--- config.mk ---
export PLATFORM = sky130hd
export DESIGN_NAME = mtdw_write_port
export DESIGN_NICKNAME = d
export VERILOG_FILES = /design/src/shared/mtdw_pkg.sv /design/src/rtl/mtdw_sync.sv /design/src/rtl/mtdw_write_port.sv
export SDC_FILE = /design/constraint.sdc
export NUM_CORES = 1
export LEC_CHECK = 0
export BUFFER_PORTS_ARGS = -buffer_cell sky130_fd_sc_hd__buf_2
export CELL_PAD_IN_SITES_DETAIL_PLACEMENT = 1
export CELL_PAD_IN_SITES_GLOBAL_PLACEMENT = 1
export CORE_MARGIN = 4
export CORE_UTILIZATION = 47
export CTS_BUF_LIST = sky130_fd_sc_hd__clkbuf_16
export DETAILED_ROUTE_END_ITERATION = 6
export PLACE_DENSITY = 0.88
export SYNTH_ARGS = -nofsm -noshare
export SYNTH_HDL_FRONTEND = slang
export SYNTH_SLANG_ARGS = --single-unit
--- constraint.sdc ---
create_clock -name clk -period 2.3 [get_ports clk]
set_input_delay 0.345 -clock clk [delete_from_list [all_inputs] [get_ports clk]]
set_output_delay 0.345 -clock clk [all_outputs]
set_load 0.03 [all_outputs]
--- src/shared/mtdw_pkg.sv ---
// Constants shared by the transmit converter write port
package mtdw_pkg;
   // Bus and sample widths
   localparam int DATA_W = 8;
   localparam int SAMPLE_W = 12;
   localparam int INDEX_W = 3;
   localparam int ATT_W = 4;
   localparam int DB_W = 5;
   // Register select codes, pair is {first select, second select}
   localparam logic [1:0] SEL_LINE = 2'h0;
   localparam logic [1:0] SEL_ECHO = 2'h1;
   localparam logic [1:0] SEL_INDEX = 2'h2;
   localparam logic [1:0] SEL_CTRL = 2'h3;
   // Bit of the select pair that marks the sample registers when low
   localparam int SEL_SAMPLE_BIT = 1;
   // Sample byte layout: first write low nibble, second write high byte
   localparam int NIB_MSB = 7;
   localparam int NIB_LSB = 4;
   localparam int LOW_PART_W = 4;
   // Index register field and the one index that reaches control
   localparam int IDX_MSB = 7;
   localparam int IDX_LSB = 5;
   localparam logic [INDEX_W-1:0] IDX_CTRL = 3'h3;
   localparam logic [INDEX_W-1:0] IDX_STEP = 3'h1;
   localparam logic [INDEX_W-1:0] IDX_RESET = 3'h0;
   // Control register fields and power-up preset
   localparam int ATT_MSB = 7;
   localparam int ATT_LSB = 4;
   localparam int UNUSED_HI_BIT = 3;
   localparam int ROUTE_MSB = 2;
   localparam int ROUTE_LSB = 1;
   localparam int UNUSED_LO_BIT = 0;
   localparam logic [DATA_W-1:0] CTRL_RESET = 8'hFF;
   localparam logic [1:0] ROUTE_FILTER = 2'h1;
   localparam logic [1:0] ROUTE_ATTEN = 2'h2;
   localparam logic [1:0] ATT_MUTE_TOP = 2'h3;
   localparam logic [DB_W-1:0] DB_MUTE = 5'h1F;
   // Sequencing clock figures
   localparam int MASTER_CLK_KHZ = 1440;
   localparam int SYS_CLK_KHZ = 40000;
   localparam int MASTER_MIN_CYC = SYS_CLK_KHZ / MASTER_CLK_KHZ / 2;
   localparam logic [2:0] FILTER_DIV = 3'h5;
   localparam logic [5:0] SETTLE_START = 6'h18;
   localparam logic [5:0] SETTLE_END = 6'h1F;
   localparam logic [5:0] PERIOD_MAX = 6'h3F;
endpackage : mtdw_pkg

--- src/rtl/mtdw_sync.sv ---
// Two-stage synchroniser for a group of pins
`timescale 1ns/1ps
module mtdw_sync #(
   parameter int WIDTH = 1
) (
   input wire logic clk,
   input wire logic rst,
   input wire logic [WIDTH-1:0] async_in,
   output logic [WIDTH-1:0] sync_out
);
   logic [WIDTH-1:0] meta_reg;

   // First stage feeds only the second stage
   always_ff @(posedge clk)
   begin
      if (rst)
      begin
         meta_reg <= '0;
         sync_out <= '0;
      end
      else
      begin
         meta_reg <= async_in;
         sync_out <= meta_reg;
      end
   end
endmodule : mtdw_sync

--- src/rtl/mtdw_write_port.sv ---
// Write port, sample registers and converter sequencing of the Tx front end
//
// What this block does
// - Processor writes an 8-bit input-only bus loading sample, control, index
// - Data captured into the chosen register on the strobe rising edge
// - Write only: the bus is never driven, reads only clear the byte toggle
// - Read/write line high means unselected; strobe only clears the byte toggle
// - Selected only with low-active select low and high-active select high
// - Register selects plus stored index decide if control is reached
// - One 12-bit converter shared in time by line and echo channels
// - Line sample converted while conversion clock low, echo while high
// - Line sample-and-hold updated once per conversion clock period
// - Echo sample-and-hold updated once per conversion clock period too
// - Internal sequencing runs from the 1.44 MHz master clock
// - Line attenuation programmable 0 dB to 22 dB in 2 dB steps
// - Aux input routed to filter or attenuator by the routing field
// - Sample in two writes: bits 3..0 on D7..D4, then bits 11..4
// - Byte toggle advances on sample writes, clears on other strobes
// - Index keeps D7..D5, steps on each control access, 011 hits control
// - Attenuation codes 11xx mute; all control bits preset to one
`timescale 1ns/1ps
module mtdw_write_port (
   input wire logic clk,
   input wire logic rst,
   input wire logic [mtdw_pkg::DATA_W-1:0] write_data_bus,
   input wire logic write_strobe_n,
   input wire logic read_write_sel,
   input wire logic select_active_low_n,
   input wire logic select_active_high,
   input wire logic [1:0] register_select_pair,
   input wire logic master_clock,
   input wire logic conversion_clock,
   output logic [mtdw_pkg::SAMPLE_W-1:0] dac_code_reg,
   output logic dac_echo_phase_reg,
   output logic [mtdw_pkg::SAMPLE_W-1:0] line_hold_reg,
   output logic [mtdw_pkg::SAMPLE_W-1:0] echo_hold_reg,
   output logic [mtdw_pkg::DB_W-1:0] atten_db_reg,
   output logic atten_mute_reg,
   output logic aux_to_filter_reg,
   output logic aux_to_atten_reg,
   output logic [mtdw_pkg::INDEX_W-1:0] index_value_reg,
   output logic filter_tick_reg,
   output logic echo_settling_reg
);
   import mtdw_pkg::*;

   localparam int PIN_W = DATA_W + 6;

   logic [PIN_W-1:0] pins_raw;
   logic [PIN_W-1:0] pins_s;
   logic [1:0] clocks_s;
   logic [DATA_W-1:0] data_s;
   logic strobe_low_s;
   logic rw_s;
   logic cs_low_s;
   logic cs_high_s;
   logic [1:0] rs_s;
   logic master_s;
   logic conv_s;

   logic strobe_low_d_reg;
   logic [DATA_W-1:0] bus_hold_reg;
   logic [1:0] rs_hold_reg;
   logic rw_hold_reg;
   logic cs_low_hold_reg;
   logic cs_high_hold_reg;
   logic byte_toggle_reg;
   logic byte_toggle_next;
   logic [SAMPLE_W-1:0] line_sample_reg;
   logic [SAMPLE_W-1:0] echo_sample_reg;
   logic [INDEX_W-1:0] index_reg;
   logic [DATA_W-1:0] control_reg;
   logic master_d_reg;
   logic conv_d_reg;
   logic [2:0] div_cnt_reg;
   logic [5:0] period_cnt_reg;

   // Pins are asynchronous to clk, so every one goes through two stages.
   // The strobe is inverted first so the reset value 0 means idle.
   assign pins_raw = {write_data_bus, ~write_strobe_n, read_write_sel,
                      select_active_low_n, select_active_high,
                      register_select_pair};

   mtdw_sync #(
      .WIDTH(PIN_W)
   ) u_bus_sync (
      .clk(clk),
      .rst(rst),
      .async_in(pins_raw),
      .sync_out(pins_s)
   );

   mtdw_sync #(
      .WIDTH(2)
   ) u_clock_sync (
      .clk(clk),
      .rst(rst),
      .async_in({master_clock, conversion_clock}),
      .sync_out(clocks_s)
   );

   // Field split of the synchronised pins
   assign data_s = pins_s[PIN_W-1 -: DATA_W];
   assign strobe_low_s = pins_s[5];
   assign rw_s = pins_s[4];
   assign cs_low_s = pins_s[3];
   assign cs_high_s = pins_s[2];
   assign rs_s = pins_s[1:0];
   assign master_s = clocks_s[1];
   assign conv_s = clocks_s[0];

   // Strobe edge from the synchronised strobe; bus qualification on the held copies
   logic strobe_rise;
   logic chip_selected;
   logic write_ok;
   logic sample_sel;
   logic line_wr;
   logic echo_wr;
   logic index_wr;
   logic ctrl_access;
   logic ctrl_wr;
   assign strobe_rise = strobe_low_d_reg & ~strobe_low_s;
   assign chip_selected = ~cs_low_hold_reg & cs_high_hold_reg;
   assign write_ok = strobe_rise & chip_selected & ~rw_hold_reg;
   assign sample_sel = write_ok & ~rs_hold_reg[SEL_SAMPLE_BIT];
   assign line_wr = write_ok & (rs_hold_reg == SEL_LINE);
   assign echo_wr = write_ok & (rs_hold_reg == SEL_ECHO);
   assign index_wr = write_ok & (rs_hold_reg == SEL_INDEX);
   assign ctrl_access = write_ok & (rs_hold_reg == SEL_CTRL);
   assign ctrl_wr = ctrl_access & (index_reg == IDX_CTRL);

   // Byte toggle: shared by both sample registers
   assign byte_toggle_next = sample_sel ? ~byte_toggle_reg : 1'b0;

   // Bus and selects are held while the strobe is low, so the data used
   // at the rising edge does not depend on hold time after that edge.
   always_ff @(posedge clk)
   begin
      if (rst)
      begin
         strobe_low_d_reg <= 1'b0;
         bus_hold_reg <= '0;
         rs_hold_reg <= 2'h0;
         rw_hold_reg <= 1'b1;
         cs_low_hold_reg <= 1'b1;
         cs_high_hold_reg <= 1'b0;
      end
      else
      begin
         strobe_low_d_reg <= strobe_low_s;
         if (strobe_low_s)
         begin
            bus_hold_reg <= data_s;
            rs_hold_reg <= rs_s;
            rw_hold_reg <= rw_s;
            cs_low_hold_reg <= cs_low_s;
            cs_high_hold_reg <= cs_high_s;
         end
      end
   end

   // Toggle advances on sample writes, clears on any other strobe
   always_ff @(posedge clk)
   begin
      if (rst)
         byte_toggle_reg <= 1'b0;
      else if (strobe_rise)
         byte_toggle_reg <= byte_toggle_next;
   end

   // Sample registers: low nibble first, high byte second
   always_ff @(posedge clk)
   begin
      if (rst)
      begin
         line_sample_reg <= '0;
         echo_sample_reg <= '0;
      end
      else
      begin
         if (line_wr & ~byte_toggle_reg)
            line_sample_reg[LOW_PART_W-1:0] <= bus_hold_reg[NIB_MSB:NIB_LSB];
         if (line_wr & byte_toggle_reg)
            line_sample_reg[SAMPLE_W-1:LOW_PART_W] <= bus_hold_reg;
         if (echo_wr & ~byte_toggle_reg)
            echo_sample_reg[LOW_PART_W-1:0] <= bus_hold_reg[NIB_MSB:NIB_LSB];
         if (echo_wr & byte_toggle_reg)
            echo_sample_reg[SAMPLE_W-1:LOW_PART_W] <= bus_hold_reg;
      end
   end

   // Index steps on every control access, even one that misses control
   always_ff @(posedge clk)
   begin
      if (rst)
         index_reg <= IDX_RESET;
      else if (index_wr)
         index_reg <= bus_hold_reg[IDX_MSB:IDX_LSB];
      else if (ctrl_access)
         index_reg <= index_reg + IDX_STEP;
   end

   // Control preset to all ones keeps the line silent until programmed
   always_ff @(posedge clk)
   begin
      if (rst)
         control_reg <= CTRL_RESET;
      else if (ctrl_wr)
         control_reg <= {bus_hold_reg[ATT_MSB:ATT_LSB], 1'b1,
                         bus_hold_reg[ROUTE_MSB:ROUTE_LSB], 1'b1};
   end

   // Attenuation and routing decode from the control fields
   logic [ATT_W-1:0] att_code;
   logic [1:0] route_code;
   logic att_mute_next;
   logic [DB_W-1:0] att_db_next;
   assign att_code = control_reg[ATT_MSB:ATT_LSB];
   assign route_code = control_reg[ROUTE_MSB:ROUTE_LSB];
   assign att_mute_next = (att_code[ATT_W-1 -: 2] == ATT_MUTE_TOP);
   assign att_db_next = att_mute_next ? DB_MUTE : {att_code, 1'b0};

   always_ff @(posedge clk)
   begin
      if (rst)
      begin
         atten_db_reg <= DB_MUTE;
         atten_mute_reg <= 1'b1;
         aux_to_filter_reg <= 1'b0;
         aux_to_atten_reg <= 1'b0;
         index_value_reg <= IDX_RESET;
      end
      else
      begin
         atten_db_reg <= att_db_next;
         atten_mute_reg <= att_mute_next;
         aux_to_filter_reg <= (route_code == ROUTE_FILTER);
         aux_to_atten_reg <= (route_code == ROUTE_ATTEN);
         index_value_reg <= index_reg;
      end
   end

   // Conversion clock edges; both holds load on its falling edge, so the
   // processor must not change a sample around that edge.
   logic conv_fall;
   logic conv_rise;
   logic master_rise;
   assign conv_fall = conv_d_reg & ~conv_s;
   assign conv_rise = ~conv_d_reg & conv_s;
   assign master_rise = master_s & ~master_d_reg;

   always_ff @(posedge clk)
   begin
      if (rst)
      begin
         conv_d_reg <= 1'b0;
         master_d_reg <= 1'b0;
         line_hold_reg <= '0;
         echo_hold_reg <= '0;
      end
      else
      begin
         conv_d_reg <= conv_s;
         master_d_reg <= master_s;
         if (conv_fall)
         begin
            line_hold_reg <= line_sample_reg;
            echo_hold_reg <= echo_sample_reg;
         end
      end
   end

   // Single converter: line code in the low phase, echo in the high phase
   always_ff @(posedge clk)
   begin
      if (rst)
      begin
         dac_code_reg <= '0;
         dac_echo_phase_reg <= 1'b0;
      end
      else
      begin
         dac_code_reg <= conv_s ? echo_hold_reg : line_hold_reg;
         dac_echo_phase_reg <= conv_s;
      end
   end

   // Filter tick is master divided by five, realigned on each rising edge
   // of the conversion clock. The master edge that meets a conversion rise
   // ticks too, so locked clocks keep exactly one tick per five edges.
   logic div_wrap;
   logic settle_next;
   assign div_wrap = (div_cnt_reg == FILTER_DIV - 3'h1);
   assign settle_next = (period_cnt_reg >= SETTLE_START) &&
                        (period_cnt_reg < SETTLE_END);

   always_ff @(posedge clk)
   begin
      if (rst)
      begin
         div_cnt_reg <= 3'h0;
         period_cnt_reg <= 6'h0;
         filter_tick_reg <= 1'b0;
         echo_settling_reg <= 1'b0;
      end
      else
      begin
         filter_tick_reg <= master_rise & (div_wrap | conv_rise);
         echo_settling_reg <= settle_next;
         if (conv_rise)
         begin
            div_cnt_reg <= 3'h0;
            period_cnt_reg <= 6'h0;
         end
         else if (master_rise)
         begin
            div_cnt_reg <= div_wrap ? 3'h0 : div_cnt_reg + 3'h1;
            if (period_cnt_reg != PERIOD_MAX)
               period_cnt_reg <= period_cnt_reg + 6'h1;
         end
      end
   end
endmodule : mtdw_write_port

==> results by group, run 1 <==
Run status
  – Status: finished, final reports clean

Synthesis
  – Mapped Area: 4980 sq um
  – Yosys top cell area share: 55.9%
  – Cell variety after synth: 45
  – Syn Nets: 536
  – Post-synth ARST share: 0%
  – Avg Cell Area, Syn: 9.72 sq um
  – Number of enable flip-flop cells after synthesis: 0
  – Yosys warnings: 0
  – Count leader, synth: dfxtp_1
  – Seq/Total Area, Yosys: 55.9%
  – Leading area contributor after synthesis: dfxtp_1
  – Primary FF master, synth: dfxtp_1
  – Synth top area cells: dfxtp_1 56%, mux2i_1 5.4%, a21oi_1 5.3%
  – Flops & latches, synth: 139
  – Post-synth top cells: 139 x dfxtp_1, 56 x nand2_1, 53 x a21oi_1
  – Cells after synthesis: 512

Place
  – Dpl hpwl: 7600 microns
  – IO buf count: 67
  – Placer Congestion: 0.755

Clock tree
  – Clock Sinks: 139
  – CTS tree: built
  – Skew-Pair Late Insertion Delay: 0.42 ns
  – Clk buf depth: 2
  – Inserted Clock Buffers: 17
  – CTS Root Buffer Type: clkbuf_16
  – Post-CTS sizing: 0
  – Post-CTS Setup Inserts: 0
  – Clk slew on worst S/H paths: 0.06 ns
  – Hold Buf Count CTS: 0
  – H-tree Lvls: 4

Power
  – VDD IR max: 389 uV
  – PwrDens: 917 nW/um^2
  – Leak Pwr: 2.32 nW
  – Power Total: 5.48 mW

STA
  – Max Clock Skew: 0.0128 ns
  – Final hold violations: 0
  – Pins Over Slew Limit: 0
  – Final TNS setup: 0 ns
  – RSZ-0062 raised after global routing: false
  – Final setup fails: 0
  – Max frequency: 586 MHz
  – Worst Tran Pin Value: 0.812 ns
  – Slew HR: 45.4%
  – Final min period: 1.71 ns
  – Fin crit share: 74.2%

Min path
  – WHS Endpoint: u_bus_sync.meta_reg[5]
  – Hold crit path type: input pin to flip-flop
  – Worst hold start: write_strobe_n
  – Hold path cells: 2

Floorplanning
  – I/O pins: 68
  – Starting Density: 48.2%
  – Core area: 10300 sq um
  – Row cnt: 37
  – Die Height: 111 microns
  – Die width: 111 microns
  – Die footprint: 12300 sq um

Routing
  – WL per Instance: 17.9 microns
  – Remaining antenna violation count: 0
  – Drt first pass iters: 4
  – Initial DRC count: 215
  – Drt drc: 0
  – Total detailed-routing wirelength: 12800 microns
  – Via Count: 3889
  – Vias/cell: 5.43

Global routing
  – Overflow after GRT: 0
  – First-pass GRT wire length: 21500 microns
  – Vias in the first global route: 4097
  – GRT Overall Usage: 21.7%
  – Largest net degree at the start of global routing: 69
  – Initial antenna violation count: 0

Critical path
  – Worst r2r src: rs_hold_reg[0]
  – R2R depth: 3
  – R2r setup slk: 0.59 ns
  – Max incr delay on CP: 0.68 ns
  – Setup crit end kind: flip-flop
  – Critical path launch point type: flip-flop
  – Max Fanout on Critical Path: 15
  – CP max-delay cell: dfxtp_1
  – WP data required: 2.59 ns
  – Kind of critical path: flip-flop to flip-flop
  – R2r endpoint: echo_sample_reg[6]
  – WP data arrival: 2.00 ns
  – Critical-path cell list: nand4bb_1, o21ai_0, a21oi_1

Layout
  – Layout Area Growth over Synthesis: 20.0%
  – Nets: 591
  – Proportion of layout cells with a drive suffix above 1: 19.7%
  – Filler Cell Count: 1158
  – Final core occ: 57.8%
  – Antenna cells: 0

Job
  – Max_cap viols: 0
==> cell families after synthesis <==
group	after synthesis	synth area share (%)
adder cells (fa/ha/maj)	6	1.51
AND/OR/NAND/NOR	191	20.5
buffers and inverters	48	4.83
AO/OA/AOI/OAI	99	11.4
flip-flops	139	55.9
multiplexers	29	5.88
==> how the worst max path moves through the flow <==
stage               startpoint            endpoint  slack, ns  depth (start not counted)
2_1_floorplan     index_reg[0]      control_reg[4]       0.84                          5
3_3_place_gp   cs_low_hold_reg        index_reg[2]       0.74                          3
3_5_place_dp               rst   period_cnt_reg[2]       0.66                          4
4_1_cts         rs_hold_reg[0]  echo_sample_reg[6]       0.60                          3
5_1_grt         rs_hold_reg[0]  echo_sample_reg[6]       0.48                          3
6_report        rs_hold_reg[0]  echo_sample_reg[6]       0.59                          3
==> layout make-up <==
class	instances	area [sq um]	area share (%)
Sequential cell	139	2780	46.6
Tap cell	136	170	2.85
Clock buffer	17	425	7.12
Multi-Input combinational cell	325	1950	32.7
Inverter	10	37.5	0.629
Clock inverter	15	198	3.31
Timing Repair Buffer	74	403	6.75
==> report_power, final <==
part           internal [mW]  switching (mW)  leakage [nW]  total [mW]
registers               2.44          0.0203          1.13        2.46
logic                 0.0506          0.0795         0.895       0.130
clock network           1.81            1.07         0.295        2.88
==> cell usage in the layout (no fill, tap or decap), drive strengths merged, types with 8 or more instances in the layout <==
master | Yosys | routed
mux2i | 27 | 27
and3 | 8 | 8
nand3 | 30 | 30
nor2b | 38 | 38
o21ai | 25 | 25
nor2 | 31 | 31
buf | 27 | 74
dfxtp | 139 | 139
clkbuf | 11 | 17
nand2 | 57 | 57
inv | 10 | 14
a21oi | 53 | 53
==> per-layer routing <==
metal	up-vias	global-route usage [%]	part of all wire, %
li1	1847	-	-
met1	1890	24.9	42
met2	113	37.2	51
met3	39	5.68	4.5
met4	0	10.9	3.4
met5	-	0	0
==> critical path: cells and delay by family (launching register included) <==
| kind | cells | cell delay (ns) |
|---|---|---|
| AOI/OAI and AO/OA | 2 | 0.45 |
| DFF | 1 | 0.68 |
| and+or+nand+nor | 1 | 0.44 |
==> stage by stage <==
stage / cells / cell area (sq um) / setup WS (ns) / hold slack, ns
floorplan: 512 / 4980 / 0.841 / 0.412
CTS: 716 / 5970 / 0.602 / 0.0635
finish: 716 / 5970 / 0.593 / 0.0776
global placement: 684 / 5350 / 0.736 / 0.416
detailed placement: 684 / 5350 / 0.662 / 0.425
global route: 716 / 5970 / 0.481 / 0.0780
No activity file was read; power rests on OpenSTA's default activity.
==> inputs of run 2 (changes only) <==
--- a/config.mk
+++ b/config.mk
@@ -5,14 +5,15 @@
 export SDC_FILE = /design/constraint.sdc
 export NUM_CORES = 1
 export LEC_CHECK = 0
+export ABC_AREA = 1
 export BUFFER_PORTS_ARGS = -buffer_cell sky130_fd_sc_hd__buf_2
 export CELL_PAD_IN_SITES_DETAIL_PLACEMENT = 1
 export CELL_PAD_IN_SITES_GLOBAL_PLACEMENT = 1
 export CORE_MARGIN = 4
-export CORE_UTILIZATION = 47
+export CORE_UTILIZATION = 38
 export CTS_BUF_LIST = sky130_fd_sc_hd__clkbuf_16
 export DETAILED_ROUTE_END_ITERATION = 6
-export PLACE_DENSITY = 0.88
+export PLACE_DENSITY = 0.79
 export SYNTH_ARGS = -nofsm -noshare
 export SYNTH_HDL_FRONTEND = slang
 export SYNTH_SLANG_ARGS = --single-unit
==> constraint.sdc (replaced) <==
create_clock -name clk -period 1.4 [get_ports clk]
set_input_delay 0.21 -clock clk [delete_from_list [all_inputs] [get_ports clk]]
set_output_delay 0.21 -clock clk [all_outputs]
set_load 0.03 [all_outputs]
==> run 2 against run 1 <==
Combinational power grew to 3.6 times the previous value. Largest cell class unchanged. Synthesized cell count is 17% higher. Synthesized area down 2.0%. Power up 67%. Fmax is 26% higher. Sequential power up 68%.
==> results by group, run 2 <==
Routing
  – Initial DRC count: 192 (-11%)
  – Drt first pass iters: 4 (unchanged)
  – Total detailed-routing wirelength: 12200 microns (-4.8%)
  – Vias/cell: 4.77 (-12%)
  – Drt drc: 0 (unchanged)
  – WL per Instance: 14.0 microns (-22%)
  – Via Count: 4155 (+6.8%)
  – Remaining antenna violation count: 0 (unchanged)

STA
  – Worst Tran Pin Value: 0.453 ns (-0.359 ns)
  – Final setup fails: 0 (unchanged)
  – RSZ-0062 raised after global routing: true
  – Max frequency: 739 MHz (+26%)
  – Final WS setup: 0.0471 ns (-0.546 ns)
  – Slew HR: 69.7% (+24 points)
  – Fin crit share: 96.6% (+22 points)
  – Final Hold Slack: 0.00745 ns (-0.0702 ns)
  – Max Clock Skew: 0.00528 ns (-0.00755 ns)
  – Final min period: 1.35 ns (-0.354 ns)
  – Pins Over Slew Limit: 0 (unchanged)
  – Final hold violations: 0 (unchanged)

Floorplanning
  – Starting Density: 38.7% (-9.6 points)
  – I/O pins: 68 (unchanged)
  – Die width: 121 microns (+9.4%)
  – Die footprint: 14700 sq um (+20%)
  – Row cnt: 41 (+11%)
  – Core area: 12600 sq um (+22%)
  – Die Height: 121 microns (+9.4%)

Power
  – PwrDens: 1470 nW/um^2 (+60%)
  – VDD IR max: 721 uV (+85%)
  – Leak Pwr: 2.87 nW (+24%)

Clock tree
  – Skew-Pair Late Insertion Delay: 0.42 ns (about the same)
  – CTS Root Buffer Type: clkbuf_16
  – Clock Sinks: 139 (unchanged)
  – Clk slew on worst S/H paths: 0.06 ns (about the same)
  – H-tree Lvls: 4 (unchanged)
  – CTS tree: built
  – Inserted Clock Buffers: 17 (unchanged)
  – Clk buf depth: 2 (unchanged)

Synthesis
  – Post-synth top cells: 143 x nor2_1, 139 x dfxtp_1, 63 x nand2_1
  – Flops & latches, synth: 139 (unchanged)
  – Synth top area cells: dfxtp_1 57%, nor2_1 11%, o21ai_0 5.1%
  – Count leader, synth: nor2_1
  – Yosys top cell area share: 57.0% (+1.1 points)
  – Syn Nets: 621 (+16%)
  – Primary FF master, synth: dfxtp_1
  – Cells after synthesis: 597 (+17%)
  – Seq/Total Area, Yosys: 57.0% (+1.1 points)
  – Leading area contributor after synthesis: dfxtp_1
  – Cell variety after synth: 27 (-40%)
  – Yosys warnings: 0 (unchanged)
  – Mapped Area: 4880 sq um (-2.0%)
  – Avg Cell Area, Syn: 8.17 sq um (-16%)
  – Number of enable flip-flop cells after synthesis: 0 (unchanged)
  – Post-synth ARST share: 0% (unchanged)

Global routing
  – First-pass GRT wire length: 20400 microns (-4.9%)
  – Largest net degree at the start of global routing: 61 (-12%)
  – Vias in the first global route: 4199 (+2.5%)
  – Overflow after GRT: 0 (unchanged)
  – Initial antenna violation count: 0 (unchanged)
  – GRT Overall Usage: 17.2% (-4.5 points)

Critical path
  – R2r setup slk: 0.05 ns (-0.55 ns)
  – Critical-path cell list: inv_1, nor2_4, clkinvlp_4, nor2_1, nor2_1
  – R2r endpoint: echo_hold_reg[2]
  – WP data required: 1.71 ns (-0.88 ns)
  – Critical path launch point type: flip-flop
  – Max Fanout on Critical Path: 11 (-4)
  – CP max-delay cell: dfxtp_1
  – Buf/Inv on CP: 2 (+2)
  – Worst r2r src: dac_echo_phase_reg
  – Max incr delay on CP: 0.35 ns (-0.33 ns)
  – Most frequent CP cell: nor2_1
  – Setup crit end kind: flip-flop
  – Crit-path leading delay family: simple AND/OR/NAND/NOR gates
  – R2R depth: 5 (+2)
  – WP data arrival: 1.66 ns (-0.34 ns)
  – Kind of critical path: flip-flop to flip-flop

Place
  – Placed cell count: 819 (+20%)
  – Dpl hpwl: 7890 microns (+3.7%)
  – IO buf count: 67 (unchanged)
  – Pre-CTS setup slack: -0.00947 ns (-0.671 ns)
  – Placer Congestion: 0.819 (+8.5%)

Layout
  – Layout Area Growth over Synthesis: 28.1%
  – Post-Layout Cell Count: 871 (+22%)
  – Filler Cell Count: 1530 (+32%)
  – Commonest cells after routing, fill and taps aside: 141 x nor2_1, 137 x dfxtp_1, 67 x buf_2, 62 x nand2_1, 57 x inv_1
  – Proportion of layout cells with a drive suffix above 1: 19.6% (-0.056 points)
  – Nets: 710 (+20%)
  – Antenna cells: 0 (unchanged)
  – Most common cell after layout, fill and taps aside: nor2_1

Min path
  – WHS Endpoint: u_clock_sync.meta_reg[0]
  – Hold path cells: 3 (+1)
  – Worst hold start: conversion_clock
  – Hold crit path type: input pin to flip-flop

Job
  – Max_cap viols: 0 (unchanged)

Run status
  – Status: finished, final reports clean
[run 2: cell count changes after synthesis, moves of 5 or more]
cell	before	now
nor2_1	31	143
inv_1	10	58
nor2b_1	38	0
o21ai_0	17	50
nand4_1	0	28
mux2i_1	27	0
nand3_1	30	16
a21oi_1	53	40
and3_1	8	0
nand2_1	56	63
o21ai_1	8	1
a211o_1	6	0
nand2b_1	5	0
[run 2: metal layers]
| layer | up-vias | track usage, % | part of all wire, % |
|---|---|---|---|
| met5 | - | 0 | 0 |
| met4 | 0 | 5.95 | 2.1 |
| met3 | 23 | 5.03 | 4.5 |
| met2 | 80 | 28.8 | 50 |
| met1 | 1966 | 21.2 | 43 |
| li1 | 2086 | - | - |
[run 2: how the worst max path moves through the flow]
stage	from	to	slack, ns	cells after the start
after CTS	rw_hold_reg	echo_sample_reg[4]	-0.003	6
after detailed placement	period_cnt_reg[1]	period_cnt_reg[3]	-0.009	8
after global routing	dac_echo_phase_reg	echo_hold_reg[0]	-0.06	5
after floorplan	period_cnt_reg[0]	period_cnt_reg[3]	0.09	8
final	dac_echo_phase_reg	echo_hold_reg[2]	0.05	5
after global placement	period_cnt_reg[1]	period_cnt_reg[2]	0.07	8
[run 2: worst register-to-register path, cell delays in order, from the launching register on]
cell,delay (ns)
dfxtp_1,0.35
inv_1,0.11
nor2_4,0.26
clkinvlp_4,0.29
nor2_1,0.16
nor2_1,0.07
[run 2: where the power goes]
group	internal [mW]	leakage, nW	switching, mW
sequential	4.07	1.13	0.0695
combinational	0.158	1.44	0.303
clock	2.94	0.293	1.63
total	7.16	2.87	2.00
[run 2: cells by family after synthesis]
logic type | count (synthesis) | share of synthesized area, %
buf+inv | 91 | 7.92
compound gates | 95 | 9.93
xor+xnor | 3 | 0.539
simple gates | 263 | 23.0
flops | 139 | 57.0
fa+ha+maj | 6 | 1.54
[run 2: area by class of cell]
type	instances	area (sq um)	share of cell area (%)
timing repair inverter	2	15.0	0.240
inverter	61	233	3.72
sequential	139	2790	44.6
clock buffer	17	425	6.81
tap	172	215	3.44
timing repair buffer	98	632	10.1
multi-input combinational	367	1760	28.2
clock inverter	15	180	2.88
[run 2: what timing repair did]
item	in CTS	in global routing
hold buffers	14	0
resized for setup	5	12
pin swaps	0	2
gates cloned	0	2
hold endpoints to repair	14	0
endpoints found under the setup margin	8	55
setup buffers	0	4
[run 2: per-stage QoR]
step / util (%) / total power, mW / cell area, sq um / setup TNS [ns]
after floorplan: - / 4.48 / 4880 / 0
after global placement: 42.7 / 4.61 / 5390 / 0
after detailed placement: 42.7 / 4.64 / 5390 / -0.00947
after CTS: 48.8 / 9.24 / 6160 / -0.00346
after global routing: 49.5 / 9.51 / 6250 / -0.859
final: 49.5 / 9.16 / 6250 / 0
==> inputs of run 3 (changes only) <==
--- a/config.mk
+++ b/config.mk
@@ -8,12 +8,12 @@
 export ABC_AREA = 1
 export BUFFER_PORTS_ARGS = -buffer_cell sky130_fd_sc_hd__buf_2
 export CELL_PAD_IN_SITES_DETAIL_PLACEMENT = 1
-export CELL_PAD_IN_SITES_GLOBAL_PLACEMENT = 1
+export CELL_PAD_IN_SITES_GLOBAL_PLACEMENT = 2
 export CORE_MARGIN = 4
-export CORE_UTILIZATION = 38
+export CORE_UTILIZATION = 30
 export CTS_BUF_LIST = sky130_fd_sc_hd__clkbuf_16
 export DETAILED_ROUTE_END_ITERATION = 6
-export PLACE_DENSITY = 0.79
+export PLACE_DENSITY = 0.78
 export SYNTH_ARGS = -nofsm -noshare
 export SYNTH_HDL_FRONTEND = slang
 export SYNTH_SLANG_ARGS = --single-unit
==> run 3 against run 2 <==
Utilization shrank 9.3 points. Combinational power grew 0.9%. Final cell count grew 5.5%. Register-to-register slack gained 0.08 ns. Clock power grew 4%. Die area grew 25%. Setup slack gained 0.076 ns. Fmax grew 6.0%. Wire length shrank 1.4%. Sequential share of layout area shrank 0.99 points. Largest power group unchanged. Critical path type unchanged.
==> results by group, run 3 (synthesis gave the netlist of run 2 again) <==
Power
  – PwrDens: 1470 nW/um^2 (about the same)
  – Reg power frac: 44.1% (-1.0 points)
  – VDD IR max: 935 uV (+30%)
  – Comb power frac: 5.0% (about the same)
  – NetSw: 2.02 mW (+0.91%)
  – Int Power: 7.35 mW (+2.6%)
  – Clock power frac: 50.9% (+1.1 points)
  – Leak Pwr: 2.89 nW (+0.87%)
  – Switching portion of total power: 21.5% (-0.29 points)

STA
  – Final min period: 1.28 ns (-0.0763 ns)
  – RSZ-0062 raised after global routing: false
  – Pins Over Slew Limit: 0 (unchanged)
  – Slew HR: 72.3% (+2.6 points)
  – Final setup fails: 0 (unchanged)
  – Max frequency: 783 MHz (+6.0%)
  – Max Clock Skew: 0.00702 ns (+0.00175 ns)
  – Worst Tran Pin Value: 0.415 ns (-0.0384 ns)
  – Fin crit share: 91.2% (-5.4 points)
  – Final hold violations: 0 (unchanged)

Layout
  – Post-Layout Cell Count: 919 (+5.5%)
  – Filler Cell Count: 1925 (+26%)
  – Final core occ: 40.2% (-9.3 points)
  – Layout Area Growth over Synthesis: 31.0%
  – Commonest cells after routing, fill and taps aside: 142 x nor2_1, 138 x dfxtp_1, 67 x buf_2, 62 x nand2_1, 58 x inv_1
  – Register area: 2780 sq um (about the same)
  – Antenna cells: 0 (unchanged)
  – Multi-input logic area: 1780 sq um (+0.92%)
  – Proportion of layout cells with a drive suffix above 1: 19.3% (-0.25 points)
  – Nets: 714 (+0.56%)
  – Most common cell after layout, fill and taps aside: nor2_1

Job
  – Max_cap viols: 0 (unchanged)

Floorplanning
  – Starting Density: 30.7% (-7.9 points)
  – Core area: 15900 sq um (+26%)
  – Die footprint: 18400 sq um (+25%)
  – I/O pins: 68 (unchanged)
  – Row cnt: 46 (+12%)
  – Die width: 136 microns (+12%)
  – Die Height: 136 microns (+12%)

Routing
  – Drt first pass iters: 4 (unchanged)
  – WL per Instance: 13.1 microns (-6.6%)
  – Vias/cell: 4.50 (-5.7%)
  – Remaining antenna violation count: 0 (unchanged)
  – Initial DRC count: 135 (-30%)
  – Total detailed-routing wirelength: 12000 microns (-1.4%)
  – Via Count: 4133 (-0.53%)
  – Drt drc: 0 (unchanged)

Min path
  – Hold crit path type: input pin to flip-flop
  – Worst hold start: rst
  – WHS Endpoint: dac_echo_phase_reg
  – Hold path cells: 2 (-1)

Clock tree
  – Inserted Clock Buffers: 17 (unchanged)
  – Clk buf depth: 2 (unchanged)
  – Skew-Pair Late Insertion Delay: 0.42 ns (about the same)
  – Clock Sinks: 139 (unchanged)
  – CTS Root Buffer Type: clkbuf_16
  – H-tree Lvls: 4 (unchanged)
  – CTS tree: built
  – Clk slew on worst S/H paths: 0.06 ns (about the same)

Global routing
  – Largest net degree at the start of global routing: 65 (+6.6%)
  – Vias in the first global route: 4167 (-0.76%)
  – Initial antenna violation count: 0 (unchanged)
  – Overflow after GRT: 0 (unchanged)
  – GRT Overall Usage: 13.6% (-3.7 points)
  – First-pass GRT wire length: 19900 microns (-2.6%)

Critical path
  – R2R depth: 6 (+1)
  – Critical path launch point type: flip-flop
  – Kind of critical path: flip-flop to flip-flop
  – WP data arrival: 1.58 ns (-0.08 ns)
  – R2r setup slk: 0.12 ns (+0.08 ns)
  – WP data required: 1.70 ns (about the same)
  – Setup crit end kind: flip-flop
  – Worst r2r src: rw_hold_reg
  – Max Fanout on Critical Path: 5 (-6)
  – R2r endpoint: echo_sample_reg[0]

Place
  – Dpl hpwl: 7980 microns (+1.2%)
  – IO buf count: 67 (unchanged)
  – Placed cell count: 863 (+5.4%)
  – Placer Congestion: 0.760 (-7.3%)

Run status
  – Status: finished, final reports clean
run 3: changes by cell type in the layout (fill, tap and decap cells not counted), moves of 2 or more:
| cell | previous run | this run |
|---|---|---|
| nor2_4 | 2 | 4 |
| nor2_2 | 3 | 1 |
| dlygate4sd3_1 | 14 | 16 |
| nand3_2 | 1 | 3 |
| clkinv_1 | 3 | 5 |
| clkinv_2 | 6 | 1 |
run 3: cell type report:
cell class	instances	share of cell area [%]
Clock buffer	17	6.66
Sequential cell	139	43.6
Multi-Input combinational cell	368	27.9
Timing Repair inverter	1	0.118
Clock inverter	15	3.21
Tap cell	216	4.23
Timing Repair Buffer	102	10.7
Inverter	61	3.64
run 3: power groups by stage:
stage	combinational (mW)	clock, mW	sequential, mW
after detailed placement	0.420	0	4.22
after global placement	0.409	0	4.21
after global routing	0.524	5.08	4.15
final	0.466	4.77	4.13
after floorplan	0.206	0	4.27
after CTS	0.458	4.89	4.13
run 3: per-layer routing:
| metal | global-route usage (%) | vias up | routed length (microns) |
|---|---|---|---|
| li1 | - | 2098 | - |
| met4 | 5.99 | 0 | 263 |
| met5 | 0 | - | 0 |
| met2 | 22.1 | 70 | 5680 |
| met3 | 3.97 | 22 | 523 |
| met1 | 16.7 | 1943 | 5560 |
run 3: what timing repair did:
| item | 4_1_cts | 5_1_grt |
|---|---|---|
| cloned | 0 | 2 |
| buffers inserted | 0 | 6 |
| hold buffers | 16 | 0 |
| pin swaps | 0 | 3 |
| resized for setup | 5 | 13 |
| endpoints found under the hold margin | 16 | 0 |
| setup endpoints to repair | 21 | 45 |
run 3: worst max path at each step:
stage / startpoint / endpoint / slack, ns / depth (start not counted)
after floorplan: period_cnt_reg[0] / period_cnt_reg[3] / 0.09 / 8
after global placement: period_cnt_reg[1] / period_cnt_reg[4] / 0.009 / 8
after detailed placement: period_cnt_reg[1] / period_cnt_reg[4] / -0.03 / 8
after CTS: rw_hold_reg / control_reg[5] / 0.02 / 7
after global routing: rw_hold_reg / line_sample_reg[8] / 0.005 / 6
final: rw_hold_reg / echo_sample_reg[0] / 0.12 / 6
run 3: critical path, cell delays in order (launching register included):
cell	delay, ns
dfxtp_1	0.30
inv_1	0.10
nand3_4	0.11
nor2_4	0.22
nand3_1	0.22
nand2_1	0.13
a21oi_1	0.07
run 3: per-stage QoR:
step | TNS [ns] | instance area, sq um | setup WS (ns) | total power, mW | hold slack, ns
after floorplan | 0 | 4880 | 0.0917 | 4.48 | 0.282
after global placement | 0 | 5460 | 0.00875 | 4.62 | 0.372
after detailed placement | -0.308 | 5460 | -0.0347 | 4.64 | 0.372
after CTS | 0 | 6270 | 0.0158 | 9.48 | 0.0791
after global routing | 0 | 6390 | 0.00544 | 9.75 | 0.101
final | 0 | 6390 | 0.123 | 9.37 | 0.0973
